**src/fcms_pkg.sv**
```systemverilog
// shared constants and types of the frame cipher mode sequencer
package fcms_pkg;
  localparam int CK_W          = 64;
  localparam int IV_W          = 35;
  localparam int IV_FN_LSB     = 0;
  localparam int IV_FN_W       = 4;
  localparam int IV_MFN_LSB    = 4;
  localparam int IV_MFN_W      = 24;
  localparam int IV_PAD_W      = 7;
  localparam int SEG_BITS      = 360;
  localparam int PAIR_BITS     = 720;
  localparam int TAIL_KS_BITS  = 40;
  localparam int MAX_REQ       = 5;
  localparam int REQ_CNT_W     = 3;
  localparam int FIFO_DEPTH    = 8;
  localparam logic [2:0] MSG_NONE  = 3'h0;
  localparam logic [2:0] MSG_ON_RQ = 3'h1;
  localparam logic [2:0] MSG_ON_GR = 3'h2;
  localparam logic [2:0] MSG_OFF_RQ = 3'h3;
  localparam logic [2:0] MSG_OFF_GR = 3'h4;
  typedef enum logic [2:0] {
    FCMS_CLEAR    = 3'b000,
    FCMS_ON_REQ   = 3'b001,
    FCMS_ON_GRANT = 3'b010,
    FCMS_CIPHER   = 3'b011,
    FCMS_OFF_REQ  = 3'b100,
    FCMS_OFF_GRANT = 3'b101,
    FCMS_RELEASED = 3'b110
  } fcms_state_e;
endpackage

```
**src/fcms_seq.sv**
```systemverilog
// portable-side cipher mode sequencer: mode handshake, generator loading, segment steering
`timescale 1ns/10ps
module fcms_seq #(
  parameter int DATA_W = 8
) (
  input  wire logic                     clk_i,
  input  wire logic                     nrst_i,
  input  wire logic                     frame_start_i,
  input  wire logic [3:0]               frame_num_i,
  input  wire logic [23:0]              multiframe_num_i,
  input  wire logic [63:0]              cipher_key_i,
  input  wire logic                     duplex_i,
  input  wire logic                     mode_switch_request_prim_i,
  input  wire logic                     cipher_on_confirm_i,
  input  wire logic                     cipher_off_confirm_i,
  input  wire logic                     tail_is_ctrl_i,
  input  wire logic                     ks_valid_i,
  input  wire logic                     ks_bit_i,
  output logic                          ks_ready_o,
  input  wire logic                     rx_valid_i,
  input  wire logic [DATA_W-1:0]        rx_data_i,
  output logic                          rx_ready_o,
  output logic                          out_valid_o,
  input  wire logic                     out_ready_i,
  output logic [DATA_W-1:0]             out_data_o,
  output logic                          ksg_load_o,
  output logic [63:0]                   ksg_key_o,
  output logic [34:0]                   ksg_iv_o,
  output logic [2:0]                    tail_msg_o,
  output logic                          tx_cipher_o,
  output logic                          rx_cipher_o,
  output logic                          rx_discard_o,
  output logic                          mode_encrypt_o,
  output logic                          mode_switch_confirm_prim_o,
  output logic                          disconnect_indication_prim_o
);
  fcms_pkg::fcms_state_e st_q, st_d;
  logic [fcms_pkg::REQ_CNT_W-1:0] nreq_q, nreq_d;
  logic [2:0]  msg_q, msg_d;
  logic        enc_q, enc_d, txc_q, txc_d, rxc_q, rxc_d, disc_q, disc_d;
  logic        cfm_q, cfm_d, rel_q, rel_d, ld_q, ld_d;
  logic [63:0] key_q, key_d;
  logic [34:0] iv_q, iv_d;
  logic [9:0]  bitpos_q, bitpos_d;
  logic        even, pending;
  logic [DATA_W-1:0] ks_sh_q, ks_sh_d;
  logic [$clog2(DATA_W+1)-1:0] ks_n_q, ks_n_d;
  logic        word_ready, ks_in_seg0, ks_use;
  logic        fifo_in_ready, fifo_in_valid, rx_take;
  logic [DATA_W-1:0] fifo_in_data;

  assign even    = !frame_num_i[0];
  assign pending = st_q == fcms_pkg::FCMS_ON_REQ || st_q == fcms_pkg::FCMS_OFF_REQ;

  always_comb begin
    st_d   = st_q;
    nreq_d = nreq_q;
    msg_d  = msg_q;
    enc_d  = enc_q;
    txc_d  = txc_q;
    rxc_d  = rxc_q;
    disc_d = disc_q;
    cfm_d  = 1'b0;
    rel_d  = 1'b0;
    ld_d   = 1'b0;
    key_d  = key_q;
    iv_d   = iv_q;
    if (frame_start_i) begin
      msg_d = fcms_pkg::MSG_NONE;
      case (st_q)
        fcms_pkg::FCMS_CLEAR: begin
          if (mode_switch_request_prim_i && even && duplex_i) begin
            st_d   = fcms_pkg::FCMS_ON_REQ;
            nreq_d = fcms_pkg::REQ_CNT_W'(1);
            msg_d  = fcms_pkg::MSG_ON_RQ;
            disc_d = 1'b1;
          end
        end
        fcms_pkg::FCMS_ON_REQ, fcms_pkg::FCMS_OFF_REQ: begin
          if (even && nreq_q < fcms_pkg::REQ_CNT_W'(fcms_pkg::MAX_REQ)) begin
            nreq_d = nreq_q + 1'b1;
            msg_d  = st_q == fcms_pkg::FCMS_ON_REQ ? fcms_pkg::MSG_ON_RQ : fcms_pkg::MSG_OFF_RQ;
          end else if (even) begin
            st_d   = fcms_pkg::FCMS_RELEASED;
            rel_d  = 1'b1;
            enc_d  = 1'b0;
            txc_d  = 1'b0;
            rxc_d  = 1'b0;
            disc_d = 1'b0;
          end
        end
        fcms_pkg::FCMS_ON_GRANT: begin
          st_d  = fcms_pkg::FCMS_CIPHER;
          msg_d = fcms_pkg::MSG_ON_GR;
          txc_d = 1'b1;
        end
        fcms_pkg::FCMS_CIPHER: begin
          if (mode_switch_request_prim_i && even && duplex_i) begin
            st_d   = fcms_pkg::FCMS_OFF_REQ;
            nreq_d = fcms_pkg::REQ_CNT_W'(1);
            msg_d  = fcms_pkg::MSG_OFF_RQ;
            disc_d = 1'b1;
          end
        end
        fcms_pkg::FCMS_OFF_GRANT: begin
          st_d  = fcms_pkg::FCMS_CLEAR;
          msg_d = fcms_pkg::MSG_OFF_GR;
          txc_d = 1'b0;
          enc_d = 1'b0;
        end
        default: begin
          st_d = st_q;
        end
      endcase
      if (enc_d || st_d == fcms_pkg::FCMS_ON_REQ) begin
        ld_d  = 1'b1;
        key_d = cipher_key_i;
        iv_d  = {{fcms_pkg::IV_PAD_W{1'b0}}, multiframe_num_i, frame_num_i};
      end
    end else if (pending && !even) begin
      // odd frame receive: confirm from the fixed side
      if (st_q == fcms_pkg::FCMS_ON_REQ && cipher_on_confirm_i) begin
        st_d   = fcms_pkg::FCMS_ON_GRANT;
        rxc_d  = 1'b1;
        enc_d  = 1'b1;
        disc_d = 1'b0;
        cfm_d  = 1'b1;
      end else if (st_q == fcms_pkg::FCMS_OFF_REQ && cipher_off_confirm_i) begin
        st_d   = fcms_pkg::FCMS_OFF_GRANT;
        rxc_d  = 1'b0;
        disc_d = 1'b0;
        cfm_d  = 1'b1;
      end
    end
  end

  always_ff @(posedge clk_i or negedge nrst_i) begin
    if (!nrst_i) begin
      st_q   <= fcms_pkg::FCMS_CLEAR;
      nreq_q <= '0;
      msg_q  <= fcms_pkg::MSG_NONE;
      enc_q  <= 1'b0;
      txc_q  <= 1'b0;
      rxc_q  <= 1'b0;
      disc_q <= 1'b0;
      cfm_q  <= 1'b0;
      rel_q  <= 1'b0;
      ld_q   <= 1'b0;
      key_q  <= '0;
      iv_q   <= '0;
    end else begin
      st_q   <= st_d;
      nreq_q <= nreq_d;
      msg_q  <= msg_d;
      enc_q  <= enc_d;
      txc_q  <= txc_d;
      rxc_q  <= rxc_d;
      disc_q <= disc_d;
      cfm_q  <= cfm_d;
      rel_q  <= rel_d;
      ld_q   <= ld_d;
      key_q  <= key_d;
      iv_q   <= iv_d;
    end
  end

  // key stream: bits 0..359 decrypt receive, 360..719 are taken and dropped; receive skips tail bits unless control
  assign ks_in_seg0 = bitpos_q < 10'(fcms_pkg::SEG_BITS);
  assign ks_use     = ks_in_seg0 && (tail_is_ctrl_i || bitpos_q >= 10'(fcms_pkg::TAIL_KS_BITS));
  assign word_ready = ks_n_q == ($clog2(DATA_W+1))'(DATA_W);
  assign ks_ready_o = !word_ready && bitpos_q < 10'(fcms_pkg::PAIR_BITS);

  always_comb begin
    bitpos_d = bitpos_q;
    ks_sh_d  = ks_sh_q;
    ks_n_d   = ks_n_q;
    if (ld_q) begin
      bitpos_d = '0;
      ks_n_d   = '0;
    end else begin
      if (ks_valid_i && ks_ready_o) begin
        bitpos_d = bitpos_q + 1'b1;
        if (ks_use) begin
          ks_sh_d = {ks_bit_i, ks_sh_q[DATA_W-1:1]};
          ks_n_d  = ks_n_q + 1'b1;
        end
      end
      if (word_ready && rx_valid_i && fifo_in_ready) begin
        ks_n_d = '0;
      end
    end
  end

  always_ff @(posedge clk_i or negedge nrst_i) begin
    if (!nrst_i) begin
      bitpos_q <= 10'(fcms_pkg::PAIR_BITS);
      ks_sh_q  <= '0;
      ks_n_q   <= '0;
    end else begin
      bitpos_q <= bitpos_d;
      ks_sh_q  <= ks_sh_d;
      ks_n_q   <= ks_n_d;
    end
  end

  // clear data passes without key; discarded data is dropped before the buffer
  assign rx_take       = !rxc_q || word_ready;
  assign rx_ready_o    = rx_take && (fifo_in_ready || disc_q);
  assign fifo_in_valid = rx_valid_i && rx_take && !disc_q;
  assign fifo_in_data  = rxc_q ? (rx_data_i ^ ks_sh_q) : rx_data_i;

  fcms_fifo #(
    .WIDTH (DATA_W),
    .DEPTH (fcms_pkg::FIFO_DEPTH)
  ) u_fifo (
    .clk_i       (clk_i),
    .nrst_i      (nrst_i),
    .in_valid_i  (fifo_in_valid),
    .in_ready_o  (fifo_in_ready),
    .in_data_i   (fifo_in_data),
    .out_valid_o (out_valid_o),
    .out_ready_i (out_ready_i),
    .out_data_o  (out_data_o)
  );

  assign ksg_load_o                   = ld_q;
  assign ksg_key_o                    = key_q;
  assign ksg_iv_o                     = iv_q;
  assign tail_msg_o                   = msg_q;
  assign tx_cipher_o                  = txc_q;
  assign rx_cipher_o                  = rxc_q;
  assign rx_discard_o                 = disc_q;
  assign mode_encrypt_o               = enc_q;
  assign mode_switch_confirm_prim_o   = cfm_q;
  assign disconnect_indication_prim_o = rel_q;

  property p_req_even;
    @(posedge clk_i) disable iff (!nrst_i)
      $changed(msg_q) && (msg_q == fcms_pkg::MSG_ON_RQ) |-> !$past(frame_num_i[0]);
  endproperty
  a_req_even: assert property (p_req_even) else $error("request outside even frame");

  property p_grant_follows;
    @(posedge clk_i) disable iff (!nrst_i)
      (st_q == fcms_pkg::FCMS_ON_GRANT) && frame_start_i |=> tx_cipher_o && msg_q == fcms_pkg::MSG_ON_GR;
  endproperty
  a_grant_follows: assert property (p_grant_follows) else $error("grant frame not encrypted");

  property p_release;
    @(posedge clk_i) disable iff (!nrst_i)
      disconnect_indication_prim_o |-> st_q == fcms_pkg::FCMS_RELEASED && !mode_encrypt_o;
  endproperty
  a_release: assert property (p_release) else $error("release with wrong state");

  property p_max_req;
    @(posedge clk_i) disable iff (!nrst_i)
      nreq_q <= fcms_pkg::REQ_CNT_W'(fcms_pkg::MAX_REQ);
  endproperty
  a_max_req: assert property (p_max_req) else $error("too many requests");

  property p_iv_pad;
    @(posedge clk_i) disable iff (!nrst_i)
      ksg_load_o |-> ksg_iv_o[34:28] == 7'h00 && ksg_iv_o[3:0] == $past(frame_num_i);
  endproperty
  a_iv_pad: assert property (p_iv_pad) else $error("initial value malformed");

  property p_start_clear;
    @(posedge clk_i) $rose(nrst_i) |-> !mode_encrypt_o && !tx_cipher_o;
  endproperty
  a_start_clear: assert property (p_start_clear) else $error("not clear after reset");

  property p_confirm_rx;
    @(posedge clk_i) disable iff (!nrst_i)
      mode_switch_confirm_prim_o && st_q == fcms_pkg::FCMS_ON_GRANT |-> rx_cipher_o && !rx_discard_o;
  endproperty
  a_confirm_rx: assert property (p_confirm_rx) else $error("confirm frame not decrypted");

  property p_stop_rx;
    @(posedge clk_i) disable iff (!nrst_i)
      mode_switch_confirm_prim_o && st_q == fcms_pkg::FCMS_OFF_GRANT |-> !rx_cipher_o;
  endproperty
  a_stop_rx: assert property (p_stop_rx) else $error("stop confirm frame decrypted");

  c_start: cover property (@(posedge clk_i) st_q == fcms_pkg::FCMS_ON_GRANT ##[1:1000] st_q == fcms_pkg::FCMS_CIPHER);
  c_stop: cover property (@(posedge clk_i) st_q == fcms_pkg::FCMS_OFF_GRANT);
  c_rel: cover property (@(posedge clk_i) disconnect_indication_prim_o);
endmodule

```
**src/fcms_fifo.sv**
```systemverilog
// small synchronous fifo with valid/ready on both sides
`timescale 1ns/10ps
module fcms_fifo #(
  parameter int WIDTH = 8,
  parameter int DEPTH = 8
) (
  input  wire logic             clk_i,
  input  wire logic             nrst_i,
  input  wire logic             in_valid_i,
  output logic                  in_ready_o,
  input  wire logic [WIDTH-1:0] in_data_i,
  output logic                  out_valid_o,
  input  wire logic             out_ready_i,
  output logic [WIDTH-1:0]      out_data_o
);
  localparam int AW = $clog2(DEPTH);
  logic [WIDTH-1:0] mem [DEPTH];
  logic [AW-1:0]    wr_q, wr_d, rd_q, rd_d;
  logic [AW:0]      cnt_q, cnt_d;
  logic             push, pop;

  assign push        = in_valid_i && (cnt_q != (AW+1)'(DEPTH));
  assign pop         = out_valid_o && out_ready_i;
  assign in_ready_o  = cnt_q != (AW+1)'(DEPTH);
  assign out_valid_o = cnt_q != '0;
  assign out_data_o  = mem[rd_q];

  always_comb begin
    wr_d  = push ? AW'((wr_q + 1'b1) % DEPTH) : wr_q;
    rd_d  = pop ? AW'((rd_q + 1'b1) % DEPTH) : rd_q;
    cnt_d = cnt_q + (AW+1)'(push) - (AW+1)'(pop);
  end

  always_ff @(posedge clk_i or negedge nrst_i) begin
    if (!nrst_i) begin
      wr_q  <= '0;
      rd_q  <= '0;
      cnt_q <= '0;
    end else begin
      wr_q  <= wr_d;
      rd_q  <= rd_d;
      cnt_q <= cnt_d;
    end
  end

  always_ff @(posedge clk_i) begin
    if (push) begin
      mem[wr_q] <= in_data_i;
    end
  end
endmodule

```
**config.mk**
```make
export PLATFORM = sky130hd
export DESIGN_NAME = fcms_seq
export DESIGN_NICKNAME = d
export VERILOG_FILES = /design/src/fcms_pkg.sv /design/src/fcms_seq.sv /design/src/fcms_fifo.sv
export SDC_FILE = /design/constraint.sdc
export NUM_CORES = 1
export LEC_CHECK = 0
export BUFFER_PORTS_ARGS = -buffer_cell sky130_fd_sc_hd__buf_2
export CORE_MARGIN = 1.5
export CORE_UTILIZATION = 55
export DETAILED_ROUTE_END_ITERATION = 16
export PLACE_DENSITY = 0.82
export SLEW_MARGIN = 20
export SYNTH_ARGS = -nofsm -noshare
export SYNTH_HDL_FRONTEND = slang
export SYNTH_HIERARCHICAL = 1
export SYNTH_SLANG_ARGS = --single-unit
export TNS_END_PERCENT = 1
```
**constraint.sdc**
```tcl
create_clock -name clk_i -period 4.1 [get_ports clk_i]
set_input_delay 1.23 -clock clk_i [delete_from_list [all_inputs] [get_ports clk_i]]
set_output_delay 1.23 -clock clk_i [all_outputs]
set_load 0.05 [all_outputs]
```
==> flow_metrics.py <==
metrics = {
    "finish": {
        "fillerInstances": 1092,
        "final_core_util": 0.693,
        "area_delta_synth_final_pct": 21.9,
        "multi_input_area_mm2": 0.00334,
        "num-nets-final": 943,
        "final_common_cell": "buf_2",
        "seq_area_mm2": 0.00543,
        "final_cell_mix": "buf_2, dfrtp_1, mux2_4, edfxtp_1, nand2_1",
        "drive_gt1_frac": 0.478,
    },
    "place": {
        "place_ws_ps": 729,
        "post-dp-hpwl_mm": 13.6,
        "routabilityCongestion": 0.868,
        "portBuffers": 224,
    },
    "timing": {
        "period_needed_ps": 3420,
        "fin_ws_ps": 683,
        "relSlewSlack": 0.401,
        "final-setup-viol-count": 0,
        "hold_violations": 0,
        "max_freq_mhz": 293,
        "worst_slew_pin_slew_ps": 896,
        "holdWs_ps": 474,
        "drv_slew": 0,
        "setup_tns_ps": 0,
        "post-route-period-util": 0.833,
        "rsz0062_at_grt": "no",
        "clock_skew_ps": 12.4,
    },
    "yosys": {
        "synthFlopType": "dfrtp_1",
        "seq_area_frac_synth": 0.595,
        "avgSynthCellArea_um2": 15.6,
        "syn_inst": 587,
        "synth-seq-cells": 204,
        "synth_edf_count": 64,
        "synth_area_mm2": 0.00913,
        "yosysWarnings": 6,
        "async_flop_share": 0.686,
        "yosysUniqueCellTypes": 63,
    },
    "critical_path": {
        "crit_start": "u_fifo/rd_q[0]$_DFFE_PN0P_",
        "end_kind": "primary output",
        "crit_path_end": "out_data_o[7]",
        "ff2ff_setup_slack_ps": 1390,
        "r2r-start": "st_q[1]$_DFFE_PN0P_",
        "slowest_delay_ps": 600,
        "cp_data_arrival_time_ps": 2190,
        "crit_chain": "buf_4, mux4_1, mux2_2, buf_2",
        "worstPathMaxFanout": 18,
        "worstSetupPathType": "reg2out",
        "required_ps": 2870,
        "rr_worst_depth": 6,
        "worstReg2RegEnd": "ksg_key_o[25]$_DFFE_PN0P_",
        "start_kind": "flip-flop",
        "cp_slowest_cell": "mux4_1",
    },
    "drt": {
        "met1_length_mm": 7.56,
        "drcViolationCount": 0,
        "totalWireLength_mm": 19.2,
        "num_vias": 5522,
        "via_per_inst": 5.26,
        "first_pass_iters": 4,
        "detail-route-antenna-nets": 0,
        "top_layer": "met4",
        "route.met2.wl_mm": 9.94,
        "drt-initial-drc-count": 240,
        "post_drt_wl_per_cell_um": 18.3,
        "wl_met3_mm": 1.07,
    },
    "clock_tree": {
        "cts_resized": 0,
        "clock_latency_ps": 480,
        "cts_buffers": 21,
        "clock-sinks": 204,
        "clkSlewWorstSetupHoldPaths_ps": 70,
        "cts_setup_buffers": 0,
        "cts_tree": "done",
        "cts_root_buffer": "clkbuf_16",
        "clock_path_buffers": 3,
        "htreeDepth": 1,
        "cts_hold_buffers": 0,
    },
    "grt": {
        "grt_pass1_wl_mm": 30.3,
        "grt_pass1_vias": 5887,
        "grt_antenna_before_repair": 1,
        "grt_max_degree": 89,
        "gr-total-overflow": 0,
        "track_usage": 0.220,
    },
    "pwr": {
        "leakage_nw": 5.12,
        "power_frac_seq": 0.329,
        "p_sw_frac": 0.437,
        "pwr-share-clk": 0.194,
        "ir_drop_mv": 0.770,
        "p_sw_w": 0.00456,
        "comb_power_share": 0.476,
        "power.total_w": 0.0104,
        "cellPowerDensity_mw_per_mm2": 939,
        "internal_power_w": 0.00589,
    },
    "run": {
        "drv_cap": 0,
    },
    "outcome": {
        "status": "finished, final reports clean",
    },
    "floorplan": {
        "start_util": 0.569,
        "io_pins": 232,
        "rows": 46,
        "die_x_um": 132,
        "dieArea_mm2": 0.0174,
        "die_h_um": 132,
        "design.core.area_mm2": 0.0161,
    },
    "min_path": {
        "worstHoldPathType": "reg2reg",
    },
}
[cells by family (layout without fill, tap and decap cells)]
group | count (synthesis) | after routing | synth area share
buffers and inverters | 52 | 291 | 0.0434
xor gates and xnor gates | 26 | 26 | 0.0249
and+or+nand+nor | 113 | 113 | 0.0637
DFF | 204 | 204 | 0.595
adders and majority gates | 14 | 14 | 0.0197
AOI/OAI and AO/OA | 48 | 48 | 0.0345
muxes | 129 | 129 | 0.219
other | 1 | 8 | 0.000411
[cell type report]
cell class / count / area share
tap: 216 / 0.0243
antenna: 1 / 0.000225
clock inverter: 11 / 0.0140
inverter: 17 / 0.00573
multi-input combinational: 337 / 0.300
timing repair buffer: 237 / 0.116
clock buffer: 26 / 0.0527
sequential: 204 / 0.488
[worst min path at each step]
stage	from	end	slack, ps	depth (start not counted)
final	tail_msg_o[0]$_DFFE_PN0P_	tail_msg_o[0]$_DFFE_PN0P_	470	1
after global placement	tail_msg_o[0]$_DFFE_PN0P_	tail_msg_o[0]$_DFFE_PN0P_	460	1
after CTS	tail_msg_o[0]$_DFFE_PN0P_	tail_msg_o[0]$_DFFE_PN0P_	480	1
after detailed placement	tail_msg_o[0]$_DFFE_PN0P_	tail_msg_o[0]$_DFFE_PN0P_	460	1
after global routing	tail_msg_o[0]$_DFFE_PN0P_	tail_msg_o[0]$_DFFE_PN0P_	500	1
after floorplan	nreq_q[2]$_DFFE_PN0P_	nreq_q[2]$_DFFE_PN0P_	450	1
[synthesized netlist by cell type, types with 4 or more instances]
master	number	share of area
inv_1	16	0.0066
buf_2	5	0.0027
xnor2_1	22	0.021
mux2_2	30	0.037
nor2_1	31	0.013
nand2b_1	4	0.0027
edfxtp_1	64	0.21
dfrtp_1	136	0.37
mux2_4	79	0.13
nor3_1	4	0.0022
xor2_1	4	0.0038
nand3_1	7	0.0038
clkbuf_1	9	0.0037
a21oi_1	10	0.0055
mux4_1	16	0.046
buf_12	9	0.020
o21ai_0	12	0.0066
nor4_1	7	0.0048
nand2_1	33	0.014
dfstp_2	4	0.012
buf_4	7	0.0058
ha_1	12	0.016
[power by group through the flow]
stage / logic [W] / registers, W / clock network [W]
final: 0.00498 / 0.00344 / 0.00203
after global routing: 0.00522 / 0.00354 / 0.00215
after CTS: 0.00501 / 0.00344 / 0.00207
after detailed placement: 0.00501 / 0.00344 / 0
after global placement: 0.00489 / 0.00344 / 0
after floorplan: 0.00241 / 0.00500 / 0
[state kept, by name, indices dropped and copies added, names as in the netlist]
name and flops:
rx_discard_o 1, st_q 3, ksg_iv_o 28, u_fifo/rd_q 3
mode_encrypt_o 1, ks_sh_q 8, nreq_q 3, u_fifo/cnt_q 4
rx_cipher_o 1, ks_n_q 4, u_fifo/mem 64, tail_msg_o 3
bitpos_q 10, ksg_load_o 1, u_fifo/wr_q 3, tx_cipher_o 1
mode_switch_confirm_prim_o 1, ksg_key_o 64, disconnect_indication_prim_o 1
[worst max-delay path, delay by kind of cell, from the launching register on]
family	cells	cell delay (ps)
DFF	1	320
muxes	2	890
buffers and inverters	2	490
[per-layer routing]
metal,global-route usage,vias up
li1,-,2579
met1,0.265,2674
met2,0.397,219
met3,0.0388,50
met4,0.0765,0
met5,0,-
[stage by stage]
| step | cell area (µm²) | std cells |
|---|---|---|
| after global routing | 11100 | 1049 |
| after CTS | 11100 | 1048 |
| after floorplan | 9160 | 593 |
| after global placement | 10400 | 1011 |
| after detailed placement | 10400 | 1011 |
| final | 11100 | 1049 |
(Power assumes the default switching activity.)
